### src/rtl/fsw_defs.svh
// fieldbus status word: bit positions, register location, reset values
// assumes inclusion by bare name from the package and design files
`ifndef FSW_DEFS_SVH
`define FSW_DEFS_SVH

`define FSW_BIT_SWITCH_ON_READY  0
`define FSW_BIT_MOD_READY        1
`define FSW_BIT_RUNNING          2
`define FSW_BIT_FAULT            3
`define FSW_BIT_QUICK_STOP_N     5
`define FSW_BIT_WARNING          7
`define FSW_BIT_CTRL_PLACE       9
`define FSW_BIT_RUN_ENABLE       11
`define FSW_BIT_WATCHDOG         15
`define FSW_RSVD_MASK            16'h7550
`define FSW_HOLD_REG_LOCATION    16'h000A
`define FSW_RESET_WORD           16'h0020
`define FSW_STATION_COUNT        1

`endif

### src/rtl/fsw_pkg.sv
// fieldbus status word types
// assumes fsw_defs.svh on the include path
`include "fsw_defs.svh"
package fsw_pkg;
    typedef struct packed {
        logic switch_on_ready_flag;
        logic modulation_ready_flag;
        logic running;
        logic fault;
        logic quick_stop;
        logic warning;
        logic fieldbus_control_place_flag;
        logic run_enable;
        logic watchdog;
    } fsw_flags_t;
endpackage

### src/rtl/fsw_status_word.sv
// fieldbus status word register bank
// assumes flags from converter logic on ref_clk_i; run enable from a pin
//
// What this block does
// - bit 0 is 1 when the converter is switch_on_ready_flag.
// - bit 1 is 1 when the converter is ready to begin modulating.
// - bit 2 is 1 while the converter modulates.
// - bit 3 is 1 while any fault is active.
// - bit 5 is 0 while quick stop is in effect, 1 otherwise.
// - bit 7 is 1 while any warning is active.
// - bit 9 is 1 when the fieldbus is the control place.
// - bit 11 follows the dedicated run-enable input.
// - bit 15 carries the outgoing watchdog bit.
// - the two ethernet ports act as one station with one address pair.
// - ring networks use parallel redundancy at layer 2.
// - the word is one 16-bit holding register.
`timescale 1ns/1ps
`default_nettype none
`include "fsw_defs.svh"
module fsw_status_word
    import fsw_pkg::*;
(
    input  wire logic       ref_clk_i,
    input  wire logic       rst_i,
    input  wire fsw_flags_t flags_i,
    input  wire logic       run_enable_pin_i,
    input  wire logic       snapshot_i,
    output var  logic [15:0] converter_state_flags_o,
    output var  logic [15:0] hold_reg_location_o,
    output var  logic       snapshot_done_o
);

    logic [2:0]  run_en_sync_q;
    logic        run_en_q;
    logic        run_en_agree;
    logic [15:0] word_d;
    logic [15:0] converter_state_flags_q;
    logic        snapshot_done_q;
    logic [15:0] hold_reg_location_q;

    function automatic logic [15:0] fsw_pack(input fsw_flags_t f, input logic re);
        logic [15:0] w;
        w = 16'h0000;
        w[`FSW_BIT_SWITCH_ON_READY] = f.switch_on_ready_flag;
        w[`FSW_BIT_MOD_READY]       = f.modulation_ready_flag;
        w[`FSW_BIT_RUNNING]         = f.running;
        w[`FSW_BIT_FAULT]           = f.fault;
        w[`FSW_BIT_QUICK_STOP_N]    = ~f.quick_stop;
        w[`FSW_BIT_WARNING]         = f.warning;
        w[`FSW_BIT_CTRL_PLACE]      = f.fieldbus_control_place_flag;
        w[`FSW_BIT_RUN_ENABLE]      = re;
        w[`FSW_BIT_WATCHDOG]        = f.watchdog;
        return w;
    endfunction

    // run enable pin: three stages, change taken when last two agree
    always_ff @(posedge ref_clk_i or posedge rst_i) begin
        if (rst_i) begin
            run_en_sync_q <= 3'h0;
        end else begin
            run_en_sync_q <= {run_en_sync_q[1:0], run_enable_pin_i};
        end
    end

    // a pulse seen by fewer than two late stages never reaches the word
    assign run_en_agree = (run_en_sync_q[1] == run_en_sync_q[2]);

    always_ff @(posedge ref_clk_i or posedge rst_i) begin
        if (rst_i) begin
            run_en_q <= 1'b0;
        end else if (run_en_agree) begin
            run_en_q <= run_en_sync_q[2];
        end
    end

    assign word_d = fsw_pack(flags_i, run_en_q) & ~`FSW_RSVD_MASK;

    // whole word captured in one edge when snapshot is requested
    always_ff @(posedge ref_clk_i or posedge rst_i) begin
        if (rst_i) begin
            converter_state_flags_q <= `FSW_RESET_WORD;
            snapshot_done_q         <= 1'b0;
            hold_reg_location_q     <= 16'h0000;
        end else begin
            // word moves only here, so duplicate ring frames read alike
            if (snapshot_i) begin
                converter_state_flags_q <= word_d;
            end
            snapshot_done_q     <= snapshot_i;
            // one station, one register image behind both ports
            hold_reg_location_q <= `FSW_HOLD_REG_LOCATION;
        end
    end

    assign converter_state_flags_o = converter_state_flags_q;
    assign hold_reg_location_o     = hold_reg_location_q;
    assign snapshot_done_o         = snapshot_done_q;
endmodule
`default_nettype wire

### config.mk
export PLATFORM = sky130hd
export DESIGN_NAME = fsw_status_word
export DESIGN_NICKNAME = d
export VERILOG_FILES = /design/src/rtl/fsw_pkg.sv /design/src/rtl/fsw_status_word.sv
export VERILOG_INCLUDE_DIRS = /design/src /design/src/rtl
export SDC_FILE = /design/constraint.sdc
export NUM_CORES = 1
export LEC_CHECK = 0
export ABC_AREA = 1
export BUFFER_PORTS_ARGS = -buffer_cell sky130_fd_sc_hd__buf_2
export CAP_MARGIN = 10
export CORE_MARGIN = 2
export CORE_UTILIZATION = 36
export CTS_CLUSTER_SIZE = 40
export DETAILED_ROUTE_END_ITERATION = 6
export PLACE_DENSITY = 0.73
export SYNTH_ARGS = -nofsm -noshare
export SYNTH_HDL_FRONTEND = slang
export SYNTH_SLANG_ARGS = --single-unit
### constraint.sdc
create_clock -name ref_clk_i -period 0.8 [get_ports ref_clk_i]
set_input_delay 0.16 -clock ref_clk_i [delete_from_list [all_inputs] [get_ports ref_clk_i]]
set_output_delay 0.16 -clock ref_clk_i [all_outputs]
set_load 0.03 [all_outputs]
# == After elaboration in Yosys (flattened, before gate mapping) ==
# Index checks and enable logic that the tools add are counted.
# word_totals
input_bits,13
output_inout_bits,33
wordCells,7
ff_bits,15
# classes
eq_ne,1
bitwise,1
# ops
operator,count
$eq A1 B1 Y1,1
$not A1 Y1,1

# == Longest topological paths before layout ==
# Gate-level depths: netlist (run 1).
# depth
ltp_word,1
ltp_mapped,5
depth_no_buf,3

# == Worst setup path after synthesis (run 1) ==
# No wires, ideal clock.
# synth_path
path_type,register to output
from,"register, netlist name hold_reg_location_o[1]"
to,output hold_reg_location_o[3]
setup_slack_ns,-0.063
path_buffers,1
stages_incl_launch_ff,2
required_ns,0.640
arrival_time_ns,0.703
path_cell_list,dfrtp_1 buf_4
# synth_lines
element,line_no,source
to (decl),fsw_status_word.sv:29,"output var logic [15:0] hold_reg_location_o,"
# No word-level cell between the ends.

# == Final worst setup path (run 1) ==
# layout_path
from,register converter_state_flags_q[5] (netlist: converter_state_flags_o[5])
to,output converter_state_flags_o[5]
# layout_lines
element,line_no,source
from (decl),fsw_status_word.sv:37,logic [15:0] converter_state_flags_q;
from (signal assigned),fsw_status_word.sv:81,converter_state_flags_q <= `FSW_RESET_WORD;
from (signal assigned),fsw_status_word.sv:87,converter_state_flags_q <= word_d;
to (decl),fsw_status_word.sv:28,"output var logic [15:0] converter_state_flags_o,"
# No word-level cell between the ends.

==> metrics.yaml, run 1 <==
fin_cells: 133
syn_to_final_growth_pct: 34.9
wl_per_cell_um: 8.11
viasPerCell: 3.57
synth_area_leaders: "dfrtp_1, buf_4, nand2_1"
slew_violations: 0
vias: 475
drt_first_pass_iters: 4
synth_area_per_cell_sq_um: 9.82
leakage_nw: 0.530
place_inst: 120
synth_seq_area_share: 0.533
cp_slowest_cell: "dfstp_2"
drc: 0
min-delay-start: "flags_i[4]"
fillers: 192
cts_buffers: 3
regArea_sq_um: 378
grt_start_max_net_pins: 16
ios: 46
status: "finished, violations left"
die_x_um: 48.3
hold_viol: 0
synth_edf_count: 0
initial_core_util: 0.372
setup_viol: 14
num_antenna_cells: 0
drive_above_1_share: 0.396
yosys_warnings: 0
numPortBuffers: 23
synth_top_cell_by_area: "dfrtp_1"
critPathCaptureType: "output port"
crit_buf_inv: 1
path_delay_family: "flip-flops"
htreeDepth: 1
syn-cell-area_sq_um: 707
synth_seq_cells: 15
path_class: "reg -> out"
period_needed_ps: 1110
synth-main-ff-cell: "dfrtp_1"
rr_startpoint: "converter_state_flags_o[5]$_DFFE_PP1P_"
clockRootBuffer: "clkbuf_4"
drt_iter0_drc: 8
antenna_found_initial: 0
p_total_mw: 1.81
syn_inst: 72
synth_cell_types: 12
postRouteAntennaNets: 0
cp.required_ps: 640
whs_ps: 20.5
multi_input_area_sq_um: 204
grt_pass1_wl_mm: 1.68
crit_path_cell_trace: "buf_6"
ys_top_cells_by_count: "buf_4, nand2_1, dfrtp_1"
powerDensity_mw_per_mm2: 1900
die_h_um: 48.3
synth_top_area_share: 0.496
path_max_fanout: 2
routed_wl_mm: 1.08
timing.final.ws_setup_ps: -306
rows: 16
failed_checks: "setup timing"
setup.worst_path.start: "converter_state_flags_o[5]$_DFFE_PP1P_"
grt_use_total: 0.0930
fin_util: 0.501
gp_congestion: 0.677
cts.sinks: 15
rsz0062_at_grt: "yes"
hold_class: "in -> reg"
dp_hpwl_um: 780
first_global_vias: 420
cts.path.max_buffers: 2
grt_overflow: 0
finalClockSkew_ps: 5.25
start_kind: "register"
dieArea_sq_mm: 0.00233
period_share: 1.38
coreArea_sq_mm: 0.00190
cp_slowest_stage_delay_ps: 550
tritoncts: "yes"
fin_nets: 120
clk_latency_ps: 270
arrival_ps: 950
fmax_mhz: 904
path_clk_slew_ps: 80
ir_drop_mv: 1.15
drv_cap: 0
async_flop_share: 1.00
sequential cells by signal, summed over array words and instances, names as in the netlist:
register,count
converter_state_flags_o,9
hold_reg_location_o,1
run_en_q,1
run_en_sync_q,3
snapshot_done_o,1
metal layers:
metal  share of wire  vias up  track usage  wire (um)
met5               0        -            0          0
met4               0        0       0.0286          0
met3            0.10        0       0.0432        113
met2            0.49       26        0.160        532
met1            0.40      208        0.103        433
li1                -      241            -          -
final timing paths:
kind | to | slack (ps) | depth (start not counted)
worst max-delay path | converter_state_flags_o[5] | -310 | 1
worst min-delay path | converter_state_flags_o[5]$_DFFE_PP1P_ | 20 | 2
worst max register to register | converter_state_flags_o[5]$_DFFE_PP1P_ | -80 | 4
worst min register to register | run_en_sync_q[1]$_DFF_PP0_ | 350 | 0
max in group asynchronous | converter_state_flags_o[5]$_DFFE_PP1P_ | 180 | 4
min in group asynchronous | converter_state_flags_o[11]$_DFFE_PP0P_ | 430 | 4
cell usage in the layout, fill, tap and decap left out:
cell type,synthesis,routed
a21oi_1,1,1
buf_12,0,1
buf_2,0,11
buf_4,22,6
buf_6,2,14
clkbuf_1,0,1
clkbuf_4,0,3
conb_1,2,22
dfrtp_1,14,13
dfrtp_2,0,1
dfstp_2,1,1
dlygate4sd3_1,0,2
inv_1,2,2
inv_4,1,1
nand2_1,22,22
nand2_2,2,2
nor2_1,1,1
o21ai_2,2,2
power by group:
group | switching (mW) | internal (mW)
Sequential | 0.0376 | 0.823
Clock | 0.213 | 0.193
Combinational | 0.338 | 0.209
cells by family after synthesis:
kind of cell           after synthesis  share of synthesized area
flip-flops                          15                      0.533
other                                2                     0.0106
AO/OA/AOI/OAI                        3                     0.0319
buffers and inverters               27                      0.285
AND/OR/NAND/NOR                     25                      0.140
stage by stage:
step	area (sq um)	TNS (ps)	setup WS (ps)
global route	953	-2850	-352
floorplan	787	0	8.20
detailed placement	772	-53.4	-53.4
finish	953	-2290	-306
CTS	923	-2310	-315
global placement	772	-48.3	-48.3
final cells by class:
cell class	count	share of cell area
tap	27	0.0354
clock buffer	4	0.0276
timing repair buffer	34	0.312
multi-input combinational	50	0.214
sequential	15	0.396
inverter	3	0.0144
what timing repair did:
item,4_1_cts,5_1_grt
hold buffers,2,0
setup buffers,4,3
setup endpoints to repair,12,13
hold endpoints to repair,15,0
resized for setup,24,2
Power figures use the tool's default switching activity.
==> run 2: changes to the inputs <==
--- a/config.mk
+++ b/config.mk
@@ -10,10 +10,10 @@
 export BUFFER_PORTS_ARGS = -buffer_cell sky130_fd_sc_hd__buf_2
 export CAP_MARGIN = 10
 export CORE_MARGIN = 2
-export CORE_UTILIZATION = 36
+export CORE_UTILIZATION = 40
 export CTS_CLUSTER_SIZE = 40
 export DETAILED_ROUTE_END_ITERATION = 6
-export PLACE_DENSITY = 0.73
+export PLACE_DENSITY = 0.77
 export SYNTH_ARGS = -nofsm -noshare
 export SYNTH_HDL_FRONTEND = slang
 export SYNTH_SLANG_ARGS = --single-unit
==> constraint.sdc (replaced) <==
create_clock -name ref_clk_i -period 1.2 [get_ports ref_clk_i]
set_input_delay 0.24 -clock ref_clk_i [delete_from_list [all_inputs] [get_ports ref_clk_i]]
set_output_delay 0.24 -clock ref_clk_i [all_outputs]
set_load 0.03 [all_outputs]
==> run 2 against run 1 <==
- the flow finishes with violations (hold timing)
- die area is 9.2% lower
- final area is 19% lower
- via count is 6.9% lower
- clock-buffer cell count stayed put
- combinational power is 50% lower
- highest routed layer is now met4
- core utilization is 4.5 points lower
- clock skew is 4.7 ps lower
==> metrics.yaml, run 2 (synthesized netlist as in run 1, its figures left out) <==
status: "finished, violations left"
failed_checks: "hold timing"
hold_viol: 14  # +14
ir_drop_mv: 0.765  # -34%
pre_cts_ws_ps: 258  # +312 ps
slew_violations: 0  # unchanged
final_cell_mix: "nand2_1, conb_1, buf_2"
rr_worst_depth: 3  # -1
path_max_fanout: 2  # unchanged
grt_start_max_net_pins: 16  # unchanged
p_sw_uw: 376  # -36%
path_clk_slew_ps: 80  # about the same
start_kind: "register"
p_sw_frac: 0.337  # +0.0132
period_needed_ps: 1180
finalClockSkew_ps: 0.515  # -4.74 ps
fin_cells: 113  # -15%
seq_power_share: 0.509  # +0.034
viasPerCell: 3.91  # +9.5%
drt_iter0_drc: 3  # -5
worst_slew_pin_slew_ps: 537
drive_above_1_share: 0.344  # -0.0525
arrival_ps: 940  # about the same
fmax_mhz: 849
drc: 0  # unchanged
pwr-share-comb: 0.246  # -0.056
drv_cap: 0  # unchanged
rows: 15  # -1
die_h_um: 46.0  # -4.7%
path_delay_family: "flip-flops"
slew-limit-headroom: 0.642
tritoncts: "yes"
p_total_mw: 1.11  # -39%
antenna_found_initial: 0  # unchanged
cts.path.max_buffers: 2  # unchanged
first_global_vias: 344  # -18%
cts_buffers: 3  # unchanged
clk_latency_ps: 270  # about the same
setup_viol: 0  # -14
dieArea_sq_mm: 0.00212  # -9.2%
finalSetupTns_ps: 0  # +2290 ps
critPathCaptureType: "output port"
num_antenna_cells: 0  # unchanged
wl_per_cell_um: 8.32  # +2.5%
vias: 442  # -6.9%
initial_core_util: 0.419  # +0.0468
clockPowerShare: 0.245  # +0.021
numPortBuffers: 23  # unchanged
path_class: "reg -> out"
crit_path_cell_trace: "buf_6"
cts.sinks: 15  # unchanged
coreArea_sq_mm: 0.00169  # -11%
fin_util: 0.456  # -0.0450
clockRootBuffer: "clkbuf_4"
powerDensity_mw_per_mm2: 1440  # -24%
grt_use_total: 0.0980  # +0.00500
die_x_um: 46.0  # -4.7%
postRouteAntennaNets: 0  # unchanged
gp_congestion: 0.625  # -7.8%
rr_startpoint: "converter_state_flags_o[5]$_DFFE_PP1P_"
ios: 46  # unchanged
largest_reg_flops: 9  # unchanged
fin_nets: 110  # -8.3%
internal-power_uw: 737  # -40%
final_area_sq_um: 771  # -19%
grt_pass1_wl_mm: 1.39  # -17%
drt_first_pass_iters: 2  # -2
timing.final.ws_setup_ps: 22.7  # +328 ps
syn_to_final_growth_pct: 9.03
holdBufCountCts: 0  # -2
htreeDepth: 1  # unchanged
leakage_nw: 0.456  # -14%
period_share: 0.981
hold_class: "in -> async"
routed_wl_um: 940  # -13%
crit_buf_inv: 1  # unchanged
cp_slowest_stage_delay_ps: 540  # about the same
grt_overflow: 0  # unchanged
whs_ps: -8.79  # -29.3 ps
crit-reg2reg-capture: "converter_state_flags_o[5]$_DFFE_PP1P_"
cp.required_ps: 960  # +320 ps
dpl_cell_area_sq_um: 731  # -5.3%
reg2reg_slack_ps: 400  # +480 ps
place_inst: 108  # -10%
rsz0062_at_grt: "yes"
cp_slowest_cell: "dfstp_2"
run 2: changes by cell type in the layout (fill, tap and decap cells not counted), sizes merged:
cell	previous run	this run
dlygate4sd3	2	0
buf	32	24
run 2: per-layer routing:
layer / vias up / share of wire / GRT usage / wire length, um
met5: - / 0 / 0 / 0
met4: 0 / 0.0053 / 0.0857 / 5
met3: 2 / 0.12 / 0.0238 / 114
met2: 31 / 0.45 / 0.136 / 422
met1: 189 / 0.42 / 0.125 / 397
li1: 220 / - / - / -
run 2: worst max-delay path by stage:
stage,startpoint,to,cells after the start
2_1_floorplan,hold_reg_location_o[1]$_DFF_PP0_,hold_reg_location_o[3],1
5_1_grt,converter_state_flags_o[5]$_DFFE_PP1P_,converter_state_flags_o[5],1
3_5_place_dp,converter_state_flags_o[5]$_DFFE_PP1P_,converter_state_flags_o[5],1
6_report,converter_state_flags_o[5]$_DFFE_PP1P_,converter_state_flags_o[5],1
4_1_cts,converter_state_flags_o[5]$_DFFE_PP1P_,converter_state_flags_o[5],1
3_3_place_gp,converter_state_flags_o[5]$_DFFE_PP1P_,converter_state_flags_o[5],1
run 2: power by group through the flow:
stage               Sequential (mW)  Combinational (mW)  Clock (mW)
finish                        0.567               0.273       0.273
global route                  0.572               0.297       0.305
CTS                           0.568               0.275       0.286
detailed placement            0.576               0.267           0
global placement              0.576               0.263           0
floorplan                     0.642               0.201           0
run 2: cell type report:
class / count / area (sq um)
fill: 163 / 918
sequential: 15 / 377
multi-input combinational: 50 / 204
timing repair buffer: 24 / 129
clock buffer: 4 / 26.3
tap: 17 / 21.3
inverter: 3 / 13.8
run 2: repair_timing:
action / 4_1_cts / 5_1_grt
resized for setup: 2 / 0
setup buffers: 1 / 0
cloned: 0 / 0
endpoints found under the setup margin: 1 / 1
